## config.mk

```make
export PLATFORM = sky130hd
export DESIGN_NAME = ebt_timer
export DESIGN_NICKNAME = d
export VERILOG_FILES = /design/src/rtl/ebt_edge_detect.v /design/src/rtl/ebt_prescaler.v /design/src/rtl/ebt_timer.v
export VERILOG_INCLUDE_DIRS = /design/src /design/src/rtl
export SDC_FILE = /design/constraint.sdc
export NUM_CORES = 1
export LEC_CHECK = 0
export BUFFER_PORTS_ARGS = -buffer_cell sky130_fd_sc_hd__buf_2
export CORE_MARGIN = 2
export CORE_UTILIZATION = 45
export CTS_CLUSTER_DIAMETER = 200
export CTS_CLUSTER_SIZE = 24
export DETAILED_ROUTE_END_ITERATION = 10
export PLACE_DENSITY = 0.74
export REMOVE_ABC_BUFFERS = 1
export SLEW_MARGIN = 0
export SYNTH_ARGS = -nofsm -noshare
export SYNTH_HDL_FRONTEND = slang
export SYNTH_SLANG_ARGS = --single-unit
export TNS_END_PERCENT = 1
```

## constraint.sdc

```tcl
create_clock -name clk -period 3.5 [get_ports clk]
set_clock_uncertainty 0.15 [all_clocks]
set_input_delay 0.875 -clock clk [delete_from_list [all_inputs] [get_ports clk]]
set_output_delay 0.875 -clock clk [all_outputs]
set_load 0.01 [all_outputs]
```

## src/rtl/ebt_regs.vh

```
/*
 Constants for the eight-bit timer/counter: field widths, reset values and timing counts.
 Assumes inclusion by bare name from the design files.
*/
`ifndef EBT_REGS_VH
`define EBT_REGS_VH
`define EBT_COUNT_W 8
`define EBT_RATE_W 3
`define EBT_PRE_W 8
`define EBT_COUNT_RST 8'h00
`define EBT_PRE_RST 8'h00
`define EBT_COUNT_MAX 8'hFF
`define EBT_WR_INHIBIT 2'h2
`define EBT_PHASES 2
`define EBT_PH_Q2 2'h1
`define EBT_PH_Q4 2'h3
`endif

```

## src/rtl/ebt_edge_detect.v

```verilog
/*
 Edge detector for one external count source.
 Assumes the source input is already synchronous to clk.
*/
`timescale 1ns/100ps
module ebt_edge_detect
(
   // Clock and reset
   input wire clk,
   input wire rst,
   // Source and edge choice
   input wire src,
   input wire falling,
   // Detected edge
   output wire edge_pulse
);
   reg prev_q;

   always @(posedge clk)
   begin
      if (rst)
         prev_q <= 1'b0;
      else
         prev_q <= src;
   end

   assign edge_pulse = falling ? (prev_q & ~src) : (~prev_q & src);
endmodule // ebt_edge_detect

```

## src/rtl/ebt_prescaler.v

```verilog
/*
 Hidden binary prescaler for the timer; its count has no software path.
 Assumes tick is a one-cycle pulse and clear comes from a count register write.
*/
`timescale 1ns/100ps
`include "ebt_regs.vh"
module ebt_prescaler
#(
   parameter W = `EBT_PRE_W
)
(
   // Clock and reset
   input wire clk,
   input wire rst,
   // Control
   input wire tick,
   input wire clear,
   input wire [`EBT_RATE_W-1:0] rate,
   // Divided output level
   output wire div_out
);
   reg [W-1:0] cnt_q;
   wire [W-1:0] cnt_d;

   assign cnt_d = clear ? `EBT_PRE_RST : (tick ? cnt_q + {{(W-1){1'b0}}, 1'b1} : cnt_q);

   always @(posedge clk)
   begin
      if (rst)
         cnt_q <= `EBT_PRE_RST;
      else
         cnt_q <= cnt_d;
   end

   // Bit n toggles every 2^n ticks, so one rising edge of it per 2^(n+1)-tick ratio period.
   assign div_out = cnt_q[rate];
endmodule // ebt_prescaler

```

## src/rtl/ebt_timer.v

```verilog
/*
 Eight-bit timer/counter with optional hidden prescaler and overflow flag.
 Assumes all inputs are synchronous to clk; one instruction cycle is one clk cycle,
 which stands for all four Q phases at once; no phase counter is kept.
*/
`timescale 1ns/100ps
`include "ebt_regs.vh"
module ebt_timer
#(
   parameter CW = `EBT_COUNT_W,
   parameter PW = `EBT_PRE_W
)
(
   // Clock and reset
   input wire clk,
   input wire rst,
   // Configuration bits
   input wire clock_source_select,
   input wire external_source_select,
   input wire source_edge_select,
   input wire prescaler_bypass,
   input wire [`EBT_RATE_W-1:0] prescale_rate,
   input wire overflow_int_enable,
   // Processor state
   input wire sleep,
   // Count register access
   input wire count_wr,
   input wire [CW-1:0] count_wdata,
   output wire [CW-1:0] count_register,
   // Overflow flag access
   input wire flag_clr,
   output wire overflow_flag,
   // External sources
   input wire external_count_pin,
   input wire cap_sense_osc_clock,
   // Outputs to the system
   output wire overflow_irq,
   output wire gate_source
);
   // Timing, one clk cycle per instruction cycle:
   // a write taken at edge c0 shows at once, edges c1 and c2 hold it, and edge c3
   // may count again. A wrap at edge c sets the flag and the gate pulse for the
   // cycle after c; the gate pulse lasts that one cycle, the flag until cleared.
   // External sources are taken as already synchronous, so an edge seen at one
   // edge is counted there when the prescaler is bypassed.
   // In sleep no source ticks, so the count and the prescaler both hold.

   // Count register and write hold.
   reg [CW-1:0] count_q;
   reg [CW-1:0] count_d;
   reg [CW-1:0] count_plus;
   reg [1:0] inhibit_q;
   reg [1:0] inhibit_d;
   // Overflow flag and the delayed wrap pulse for the gate output.
   reg flag_q;
   reg flag_d;
   reg wrap_q;
   // Divider output as sampled once per instruction cycle.
   reg div_samp_q;
   reg div_samp_d;
   // Mode decode, source selection and increment decisions.
   reg counter_mode;
   reg use_osc;
   reg ext_src;
   reg src_tick;
   reg inc;
   reg div_rise;
   reg wrap;
   wire ext_edge;
   wire pre_tick;
   wire div_out;
   wire count_run;

   // Mode bits decoded once.
   always @*
   begin
      counter_mode = clock_source_select;
      use_osc = clock_source_select & external_source_select;
   end

   // Counter mode chooses the pin or the oscillator signal.
   always @*
   begin
      if (use_osc)
      begin
         ext_src = cap_sense_osc_clock;
      end
      else
      begin
         ext_src = external_count_pin;
      end
   end

   // One detector serves both sources, so the edge choice applies to either.
   ebt_edge_detect i_ebt_edge_detect
   (
      .clk(clk),
      .rst(rst),
      .src(ext_src),
      .falling(source_edge_select),
      .edge_pulse(ext_edge)
   );

   // Timer mode ticks every cycle, counter mode on chosen edges; sleep stops both.
   always @*
   begin
      if (sleep)
      begin
         src_tick = 1'b0;
      end
      else if (counter_mode)
      begin
         src_tick = ext_edge;
      end
      else
      begin
         src_tick = 1'b1;
      end
   end

   // Ticks reach the prescaler only while it is in the path.
   assign pre_tick = src_tick & ~prescaler_bypass;

   // The prescaler belongs to this timer only; the watchdog keeps its own, and no
   // port reads or loads this count.
   ebt_prescaler #(.W(PW)) i_ebt_prescaler
   (
      .clk(clk),
      .rst(rst),
      .tick(pre_tick),
      .clear(count_wr),
      .rate(prescale_rate),
      .div_out(div_out)
   );

   // One clk cycle stands for a whole instruction cycle, which holds both Q2 and Q4,
   // so the divider output is resampled every cycle. Sampling in every other cycle
   // only would miss the divide-by-2 output, which is high in one cycle of two.
   always @*
   begin
      if (count_wr)
      begin
         div_samp_d = 1'b0;
      end
      else
      begin
         div_samp_d = div_out;
      end
   end

   always @(posedge clk)
   begin
      if (rst)
      begin
         div_samp_q <= 1'b0;
      end
      else
      begin
         div_samp_q <= div_samp_d;
      end
   end

   // A rising divider level marks one completed prescale period.
   always @*
   begin
      if (sleep)
      begin
         div_rise = 1'b0;
      end
      else
      begin
         div_rise = div_out & ~div_samp_q;
      end
   end

   // Bypass gives 1:1; otherwise one increment per divided period.
   always @*
   begin
      if (prescaler_bypass)
      begin
         inc = src_tick;
      end
      else
      begin
         inc = div_rise;
      end
   end

   // Counting is allowed once both cycles after a write have passed.
   assign count_run = (inhibit_q == 2'h0);

   // A write loads two cycles of hold, and each later cycle uses one.
   always @*
   begin
      if (count_wr)
      begin
         inhibit_d = `EBT_WR_INHIBIT;
      end
      else if (!count_run)
      begin
         inhibit_d = inhibit_q - 2'h1;
      end
      else
      begin
         inhibit_d = 2'h0;
      end
   end

   always @(posedge clk)
   begin
      if (rst)
      begin
         inhibit_q <= 2'h0;
      end
      else
      begin
         inhibit_q <= inhibit_d;
      end
   end

   // Next value for a counting cycle.
   always @*
   begin
      count_plus = count_q + {{(CW-1){1'b0}}, 1'b1};
   end

   // Increments that fall in the hold are dropped, not deferred.
   always @*
   begin
      if (count_wr)
      begin
         count_d = count_wdata;
      end
      else if (count_run && inc)
      begin
         count_d = count_plus;
      end
      else
      begin
         count_d = count_q;
      end
   end

   always @(posedge clk)
   begin
      if (rst)
      begin
         count_q <= `EBT_COUNT_RST;
      end
      else
      begin
         count_q <= count_d;
      end
   end

   // An increment taken at the top value wraps the count to zero.
   always @*
   begin
      if (count_wr || !count_run || !inc)
      begin
         wrap = 1'b0;
      end
      else
      begin
         wrap = (count_q == `EBT_COUNT_MAX);
      end
   end

   // The gate pulse trails the wrap by one cycle.
   always @(posedge clk)
   begin
      if (rst)
      begin
         wrap_q <= 1'b0;
      end
      else
      begin
         wrap_q <= wrap;
      end
   end

   // Hardware only sets the flag, and a set in the clearing cycle wins, so a wrap
   // is never lost to a software clear that comes too late.
   always @*
   begin
      if (wrap)
      begin
         flag_d = 1'b1;
      end
      else if (flag_clr)
      begin
         flag_d = 1'b0;
      end
      else
      begin
         flag_d = flag_q;
      end
   end

   always @(posedge clk)
   begin
      if (rst)
      begin
         flag_q <= 1'b0;
      end
      else
      begin
         flag_q <= flag_d;
      end
   end

   // Register values go out unchanged.
   assign count_register = count_q;
   assign overflow_flag = flag_q;

   // No wake path: the counter is frozen in sleep, so no overflow can occur there.
   assign overflow_irq = flag_q & overflow_int_enable & ~sleep;

   // The sixteen-bit timer may use this one-cycle wrap pulse as its gate.
   assign gate_source = wrap_q;
endmodule // ebt_timer

```

# Yosys cells after proc, flatten, opt, wreduce, memory -nomap -nowiden
# Cells that the tools add are included.
[totals] out_inout_bits=11 ff_bits=22 input_bits=23
[op_classes] n_reduce_logical=10 mux=15 n_addsub=3 n_eq_ne=1 n_bitwise=12 order_cmp=1
[ops] operator="$add A8 B1 Y8 const B" n=2
[ops] operator="$mux W8" n=2
[ops] operator="$mux W1" n=10
[ops] operator="$eq A8 B8 Y1 const B" n=1
[ops] operator="$and A1 B1 Y1" n=7
[ops] operator="$not A1 Y1" n=5
[ops] operator="$lt A3 B4 Y1 const B" n=1
[ops] operator="$mux W2" n=2
[ops] operator="$reduce_bool A2 Y1" n=2
[ops] operator="$bmux W1 S3" n=1
[ops] operator="$reduce_or A3 Y1" n=1
[ops] operator="$logic_not A1 Y1" n=2
[ops] operator="$logic_not A2 Y1" n=1
[ops] operator="$logic_or A1 B1 Y1" n=2
[ops] operator="$reduce_or A2 Y1" n=1
[ops] operator="$sub A2 B1 Y2 const B" n=1
[ops] operator="$logic_and A1 B1 Y1" n=1

# Logic depth before layout (Yosys ltp)
# Gate-level depths: netlist (run 1).
[depth] ltp_word=12 depth_mapped=6 depth_no_buf=5

# By module
# From an unflattened synthesis (run 1), not the netlist that was laid out.
[unflattened] cells_unflattened=127 hier_area_um2=1154.9
[modules_own_cells] module="ebt_timer" seq_area_each_um2=260.2 instances=1 area_per_inst_um2=695.7 cells_per_inst=81
[modules_own_cells] module="ebt_prescaler" seq_area_each_um2=160.2 instances=1 area_per_inst_um2=410.4 cells_per_inst=41
[modules_own_cells] module="ebt_edge_detect" seq_area_each_um2=20.0 instances=1 area_per_inst_um2=48.8 cells_per_inst=5

# Least setup slack after synthesis (run 1)
# Ideal clock, no wire load.
[synth_timing] path_type="input to register" startpoint="input port external_source_select" endpoint="register count_q[6] (netlist: count_register[6])" setup_time_ps=143 setup_slack_ps=1072 arrival_time_ps=2135 cell_stages=6 n_path_buf=1 cell_sequence="mux2i_1 mux2i_1 buf_4 nand3_2 a2111oi_1 a2111oi_2"
[synth_between] elab_chain_cells=10 elab_cells_between_ends=11
[synth_rtl] item="start: declaration" line_no="ebt_timer.v:19" text="input wire external_source_select,"
[synth_rtl] item="$and A1 B1 Y1 *" line_no="ebt_timer.v:78" text="use_osc = clock_source_select & external_source_select;"
[synth_rtl] item="$mux W1 *" line_no="ebt_timer.v:84" text="if (use_osc)"
[synth_rtl] item="$not A1 Y1" line_no="ebt_edge_detect.v:27" text="assign edge_pulse = falling ? (prev_q & ~src) : (~prev_q & src);"
[synth_rtl] item="$and A1 B1 Y1" line_no="ebt_edge_detect.v:27"
[synth_rtl] item="$mux W1 *" line_no="ebt_edge_detect.v:27"
[synth_rtl] item="$mux W1 *" line_no="ebt_timer.v:111" text="else if (counter_mode)"
[synth_rtl] item="$mux W1 *" line_no="ebt_timer.v:107" text="if (sleep)"
[synth_rtl] item="$mux W1 *" line_no="ebt_timer.v:179" text="if (prescaler_bypass)"
[synth_rtl] item="$logic_and A1 B1 Y1 *" line_no="ebt_timer.v:234" text="else if (count_run && inc)"
[synth_rtl] item="$reduce_bool A2 Y1 (no source line) *"
[synth_rtl] item="end signal: assignment" line_no="ebt_timer.v:248" text="count_q <= `EBT_COUNT_RST;"
[synth_rtl] item="end signal: assignment" line_no="ebt_timer.v:252" text="count_q <= count_d;"
[synth_rtl] item="end: declaration" line_no="ebt_timer.v:49" text="reg [CW-1:0] count_q;"
# Every way passes the cells marked *; elsewhere a longest branch is shown, timed or not.
# A chain may end at the register's enable or synchronous reset.

# Worst setup path in the final report (run 1)
# Ends and elaborated chain as after synthesis.

==> results.ini, run 1 <==
[worst_setup_path]
startpoint_type=input port
crit_type=in2reg
arrival_ns=2.35
crit_path_max_fanout=11
cp.required_ns=3.55
cp-end-kind=flop

[cells_and_area]
layout.nets=215
fillCellCount=264
drive_above_1_share=0.234
syn2layout_area_growth_pct=15.9
n_antenna_cell=0

[synth]
synthCells=157
synth_top_flop_cell=dfxtp_1
synth.top_cell.area_share=0.340
synth_area_leaders=dfxtp_1 34%, nor2_1 6.4%, mux2i_1 5.4%, nand2_1 4.9%, xor2_1 4.7%
synth_enable_flop_cells=0
syn-cell-area_um2=1290
yosys-top-cells-count=22 x dfxtp_1, 22 x nor2_1, 17 x nand2_1, 11 x nand3_1
async_reset_ff_frac=0
yosys.area.top_type=dfxtp_1
synth_warnings=0
yosysSeqAreaShare=0.340
synth_seq_cells=22
synth.distinct_cells=44
avgSynthCellArea_um2=8.25

[placed_design]
io_buffers=33
gp_congestion=0.928
place_hpwl_mm=2.24

[clocking]
cts_root_buf=clkbuf_4
clockBufferDepth=2
path_clk_slew_ns=0.12
h-tree-depth=1
numCtsBuffers=3
cts_tree=yes
cts_sinks=22
clk_latency_ns=0.32
cts_hold_buf=0
cts_resized=0
post_cts_buffers=0

[global_routing]
track_usage=0.190
antenna_found_initial=0
grt_max_degree=25
grt_pass1_wl_mm=5.02
overflow=0
grt_pass1_vias=1192

[run_status]
status=finished clean

[flow_run]
maxCapViolCount=0

[timing]
worst-slew-pin-transition_ns=0.466
rsz0062_at_grt=false
fin_crit_ns=2.30
fmax_mhz=435
hold_ws_ns=0.340
drv_slew=0
tns_ns=0
slew_headroom=0.688
hold_viol_final=0
fin_crit_sh=0.657
setup_violations=0

[drt]
ant_nets=0
drt_iter0_markers=46
drc=0
via_per_inst=5.90
first_pass_iters=4
postRouteWirelength_mm=3.05
post_drt_wl_per_cell_um=13.9
num_vias=1292

[power_and_ir_drop]
power_density_nw_per_um2=321
total_power_uw=482
leakagePower_uw=0.000617
vdd_drop_max_mv=0.215

[floorplanning]
die-area_um2=3320
die_h_um=57.6
pin_count=34
start_util=0.474
rows=19
die_width_um=57.6
core_region_area_um2=2730

[hold_path]
hp-class=reg2reg

## flip-flops by register name, indices dropped and copies added, names as in the netlist
| name | cells |
|---|---|
| count_register | 8 |
| i_ebt_prescaler.cnt_q | 8 |
| div_samp_q | 1 |
| gate_source | 1 |
| i_ebt_edge_detect.prev_q | 1 |
| overflow_flag | 1 |
| inhibit_q | 2 |
## through the flow
step	area [µm²]	std cells	util	worst slack, ns
after floorplan	1270	151	-	0.791
after global placement	1480	216	0.541	0.904
after detailed placement	1480	216	0.541	0.864
after CTS	1500	219	0.549	1.19
after global routing	1500	219	0.549	1.06
final	1500	219	0.549	1.20
## layout by cell type, fill, tap and decap left out, drive strengths merged, types with 4 or more instances in the layout
cell type  Yosys  layout
xor2           7       7
nand3         12      12
nand2         17      17
nand4          8       8
inv            4       4
a21oi          6       6
buf            2      34
mux2i          7       7
and2           4       4
dfxtp         22      22
nor2          22      22
## cell type report
cell class / instances / area, µm² / share of cell area
timing repair buffer: 34 / 173 / 0.115
clock buffer: 3 / 22.5 / 0.0150
multi-input combinational: 125 / 812 / 0.541
tap: 31 / 38.8 / 0.0258
inverter: 4 / 15.0 / 0.0100
sequential: 22 / 440 / 0.293
## logic make-up (layout without fill, tap and decap cells)
group                      count (synthesis)  in the layout  share of synthesized area
xor gates and xnor gates                   7              7                     0.0473
DFF                                       22             22                      0.340
AOI/OAI and AO/OA                         28             28                      0.168
buffers and inverters                     10             41                     0.0328
and+or+nand+nor                           81             81                      0.338
muxes                                      7              7                     0.0541
adders and majority gates                  2              2                     0.0193
## report_power, final
part / switching, µW / total, µW / internal [µW]
registers: 12.2 / 273 / 261
clock network: 79.5 / 120 / 40.4
logic: 50.6 / 89.5 / 38.9
## worst paths after layout
path,from,endpoint,slack [ns],depth (start not counted)
setup / recovery,external_source_select,count_register[6],1.20,7
setup reg to reg,inhibit_q[1],count_register[6],1.55,5
hold / removal,overflow_flag,overflow_flag,0.34,2
hold reg to reg,overflow_flag,overflow_flag,0.34,2
## metal layers
metal  track usage  vias to the layer above  wire length (µm)
li1              -                      646                 -
met1         0.250                      597              1380
met2         0.313                       42              1430
met3        0.0290                        7               166
met4        0.0731                        0                65
met5             0                        -                 0
## worst max-delay path: stages
cell and delay, ns:
buf_2 0.10, mux2i_1 0.21, mux2i_1 0.20, buf_4 0.19, nand3_2 0.17, a2111oi_1 0.51
a2111oi_2 0.10
No activity file was read; power rests on OpenSTA's default activity.
==> inputs of run 2 (changes only) <==
--- a/config.mk
+++ b/config.mk
@@ -6,6 +6,7 @@
 export SDC_FILE = /design/constraint.sdc
 export NUM_CORES = 1
 export LEC_CHECK = 0
+export ABC_AREA = 1
 export BUFFER_PORTS_ARGS = -buffer_cell sky130_fd_sc_hd__buf_2
 export CORE_MARGIN = 2
 export CORE_UTILIZATION = 45
==> constraint.sdc (replaced) <==
create_clock -name clk -period 2.35 [get_ports clk]
set_clock_uncertainty 0.15 [all_clocks]
set_input_delay 0.5875 -clock clk [delete_from_list [all_inputs] [get_ports clk]]
set_output_delay 0.5875 -clock clk [all_outputs]
set_load 0.01 [all_outputs]
==> run 2 against run 1 <==
Effect of this change: final cell count rose by 16%; final area decreased by 1.3%; die area down 2.0%; clock-buffer cell count unchanged; register-to-register slack worse by 0.82 ns; worst setup slack lost 0.53 ns; via count decreased by 1.2%; power increased by 68%; critical endpoint is now overflow_irq; largest power group unchanged.
==> results.ini, run 2 <==
[timing]
fmax_mhz=595
tns_ns=0
drv_slew=0
hold_ws_ns=0.294
hold_viol_final=0
fin_crit_ns=1.68
slew_headroom=0.718
worst-slew-pin-transition_ns=0.422
setup_violations=0
rsz0062_at_grt=false
fin_crit_sh=0.716

[worst_setup_path]
crit_slowest_cell=dfxtp_1
crit_path_max_fanout=3
startpoint_type=flop
cp.required_ns=1.61
path_cells=nand2_1, nor2_1, buf_2
crit_type=reg2out
r2r_cells=10
cp-end-kind=output pin
max_stage_delay_ns=0.38
worstReg2RegStart=i_ebt_prescaler.cnt_q[2]
arrival_ns=0.94
r2r-end=count_register[2]
cp.buffers_inverters=1
rrSetupSlack_ns=0.73
path_delay_family=flip-flops

[power_and_ir_drop]
combPwrFrac=0.152
power_density_nw_per_um2=548
power_frac_clock=0.356
total_power_uw=812
p_int_uw=610
leakagePower_uw=0.000705
vdd_drop_max_mv=0.417
seqPwrFrac=0.492
p_sw_uw=202
swShare=0.249

[synth]
synth_area_leaders=dfxtp_1 35%, nand2_1 16%, a21oi_1 7.5%, nand3_1 6.3%, inv_1 5.9%
synth-xor-area-share=0.0138
async_reset_ff_frac=0
yosys.area.top_type=dfxtp_1
syn-cell-area_um2=1270
yosys-top-cells-count=55 x nand2_1, 22 x dfxtp_1, 20 x inv_1, 19 x a21oi_1
synthCells=189
yosysSeqAreaShare=0.347
synth_top_flop_cell=dfxtp_1
synth_warnings=0
synth_top_family_by_area=simple AND/OR/NAND/NOR gates
synth_mux_area_frac=0
synth.distinct_cells=23
synth.top_cell.area_share=0.347
yosys.area_share.simple=0.390
synth_compound_area_frac=0.121
avgSynthCellArea_um2=6.71
synth_enable_flop_cells=0
synth_most_common_cell=nand2_1
synth_seq_cells=22
yosys.area_share.adder=0.0197

[clocking]
cts_root_buf=clkbuf_4
post_cts_buffers=0
h-tree-depth=1
cts_resized=0
clockBufferDepth=2
cts_hold_buf=0
clk_latency_ns=0.31
cts_tree=yes
path_clk_slew_ns=0.13
numCtsBuffers=3
cts_sinks=22

[drt]
ant_nets=0
post_drt_wl_per_cell_um=10.0
via_per_inst=5.03
drc=0
drt_iter0_markers=46
postRouteWirelength_mm=2.54
first_pass_iters=4
num_vias=1277

[cells_and_area]
n_antenna_cell=0
most-common-layout-cells=55 x nand2_1, 33 x buf_2, 22 x dfxtp_1
fin_area_um2=1480
syn2layout_area_growth_pct=16.9
layout.nets=249
layout_commonest_cell=nand2_1
drive_above_1_share=0.224

[hold_path]
hp-class=in2reg
hold_path_depth=2
holdCritStartpoint=flag_clr
min_to=overflow_flag

[placed_design]
io_buffers=33
place_area_um2=1430
place_hpwl_mm=2.00
gp_congestion=0.810

[global_routing]
grt_pass1_vias=1054
overflow=0
grt_max_degree=15
antenna_found_initial=0
grt_pass1_wl_mm=4.37
track_usage=0.166

[flow_run]
maxCapViolCount=0

[floorplanning]
die-area_um2=3260
start_util=0.468
core_region_area_um2=2710
die_width_um=57.1
pin_count=34
rows=19
die_h_um=57.1

[run_status]
status=finished clean

==> run 2: cell count changes after synthesis, moves of 6 or more <==
cell     before  now
a21oi_1       6   19
inv_1         4   20
mux2i_1       7    0
nand2_1      17   55
nor2_1       22   16
o21ai_0       1    9
==> run 2: per-layer routing <==
metal  global-route usage  wire length [µm]  up-vias  part of all wire
met1                0.239              1270      567              0.50
met4               0.0532                19        0            0.0075
met3               0.0295               124        2             0.049
met5                    0                 0        -                 0
met2                0.253              1130       25              0.45
li1                     -                 -      683                 -
==> run 2: worst max path at each step <==
stage | from | endpoint | slack (ns) | cells after the start
floorplan | cap_sense_osc_clock | i_ebt_prescaler.cnt_q[4] | 0.57 | 9
global placement | prescale_rate[0] | count_register[0] | 0.42 | 11
detailed placement | clock_source_select | i_ebt_prescaler.cnt_q[4] | 0.37 | 11
CTS | overflow_flag | overflow_irq | 0.64 | 3
global route | clock_source_select | i_ebt_prescaler.cnt_q[4] | 0.53 | 10
finish | overflow_flag | overflow_irq | 0.67 | 3
==> run 2: cell type report <==
type                       count  area, µm²
timing repair buffer          35        180
fill                         275       1230
clock inverter                 1       30.0
tap                           31       38.8
inverter                      21       78.8
clock buffer                   3       22.5
sequential                    22        440
multi-input combinational    141        691
==> run 2: kinds of logic after synthesis <==
family / count (synthesis)
xor+xnor: 2
simple gates: 107
flops: 22
fa+ha+maj: 2
buf+inv: 26
compound gates: 30
==> run 2: power by group through the flow <==
stage               Sequential, µW  Clock [µW]  Combinational [µW]
floorplan                      410           0                67.3
global placement               408           0                 122
detailed placement             408           0                 124
CTS                            399         297                 125
global route                   402         311                 141
finish                         400         289                 123
==> run 2: per-stage QoR <==
step / utilization / std cells / setup slack, ns
CTS: 0.547 / 254 / 0.639
finish: 0.547 / 254 / 0.668
floorplan: - / 184 / 0.571
detailed placement: 0.527 / 250 / 0.372
global route: 0.547 / 254 / 0.530
global placement: 0.527 / 250 / 0.423
==> inputs of run 3 (changes only) <==
==> constraint.sdc (replaced) <==
create_clock -name clk -period 1.6 [get_ports clk]
set_clock_uncertainty 0.15 [all_clocks]
set_input_delay 0.4 -clock clk [delete_from_list [all_inputs] [get_ports clk]]
set_output_delay 0.4 -clock clk [all_outputs]
set_load 0.01 [all_outputs]
==> run 3 against run 2 <==
Effect of this change: critical path depth rose by 2; non-clock buffer count rose by 17; sequential power rose by 46%; combinational power rose by 80%; global-route usage rose by 1.6 points; flip-flop and latch count did not move; critical endpoint is now overflow_flag.
==> results.ini, run 3 (synthesized netlist as in run 2, its figures left out) <==
[worst_setup_path]
cp-startpoint=count_register[0]
worstReg2RegStart=count_register[0]
crit_type=reg2reg
startpoint_type=flop
arrival_ns=1.61
cp.required_ns=1.68
crit_path_max_fanout=5
cp-end-kind=flop

[timing]
setup_violations=0
drv_slew=0
rsz0062_at_grt=true
slew_headroom=0.772
fmax_mhz=657
fin_crit_sh=0.952
worst-slew-pin-transition_ns=0.342
fin_crit_ns=1.52
hold_viol_final=0
setup_slack_ns=0.0773
tns_ns=0

[clocking]
cts_tree=yes
cts_root_buf=clkbuf_4
clk_latency_ns=0.31
post_cts_buffers=0
numCtsBuffers=3
path_clk_slew_ns=0.13
h-tree-depth=1
cts_sinks=22
clockBufferDepth=2

[global_routing]
grt_pass1_vias=1148
overflow=0
grt_max_degree=14
antenna_found_initial=0
grt_pass1_wl_mm=4.78
track_usage=0.182

[drt]
via_per_inst=4.90
num_vias=1327
first_pass_iters=4
drt_iter0_markers=41
drc=0
post_drt_wl_per_cell_um=10.1
ant_nets=0
postRouteWirelength_mm=2.75

[placed_design]
gp_congestion=0.817
place_ws_ns=-0.0952
io_buffers=33
place_hpwl_mm=2.17
place_area_um2=1560

[cells_and_area]
multi_input_area_um2=717
syn2layout_area_growth_pct=29.6
n_antenna_cell=0
fillCellCount=271
layout_commonest_cell=nand2_1
finish.utilization=0.606
most-common-layout-cells=55 x nand2_1, 33 x buf_2, 19 x inv_1, 19 x buf_4, 18 x a21oi_1
drive_above_1_share=0.321
layout.nets=266
seqCellArea_um2=448
fin_area_um2=1640

[floorplanning]
die_width_um=57.1
die-area_um2=3260
die_h_um=57.1
core_region_area_um2=2710
rows=19
start_util=0.468
pin_count=34

[power_and_ir_drop]
total_power_uw=1230
power_density_nw_per_um2=749
vdd_drop_max_mv=0.734
leakagePower_uw=0.000798

[hold_path]
hp-class=in2reg
holdCritStartpoint=flag_clr

[flow_run]
maxCapViolCount=0

[run_status]
status=finished clean

run 3: power breakdown:
part	leakage (µW)	total, µW	internal [µW]	switching (µW)
combinational	0.000588	222	102	120
sequential	0.000182	585	569	16.0
clock	0.0000279	424	253	170
run 3: worst paths after layout:
path | to | slack, ns | cells past startpoint
max | overflow_flag | 0.08 | 5
max reg2reg | overflow_flag | 0.08 | 5
min | overflow_flag | 0.11 | 2
min reg2reg | inhibit_q[1] | 0.32 | 2
run 3: routing by layer:
layer,part of all wire,track usage,routed length (µm)
met4,0.0069,0.0299,19
met5,0,0,0
met3,0.060,0.0499,164
met2,0.45,0.289,1250
met1,0.48,0.253,1320
run 3: layout make-up:
class                   instances  share of cell area
multi-input cells             141               0.436
flip-flops and latches         22               0.273
repair buffers                 52               0.187
inverters                      21              0.0480
well taps                      31              0.0236
clock inverters                 1              0.0183
clock buffers                   3              0.0137
run 3: through the flow:
stage                     instances  hold WS (ns)
after global placement          267         0.287
after CTS                       271        0.0976
after global routing            271        0.0930
after floorplan                 184         0.276
after detailed placement        267         0.295
final                           271         0.105
run 3: critical path, cell delays in order (launching register included):
cell,delay [ns]
dfxtp_2,0.38
ha_1,0.17
nand4_1,0.11
or2_2,0.29
nand3b_1,0.21
o32ai_1,0.14
run 3: what timing repair did:
action	in CTS	in global routing
setup endpoints to repair	0	12
hold buffers	0	0
gates resized for setup	0	12
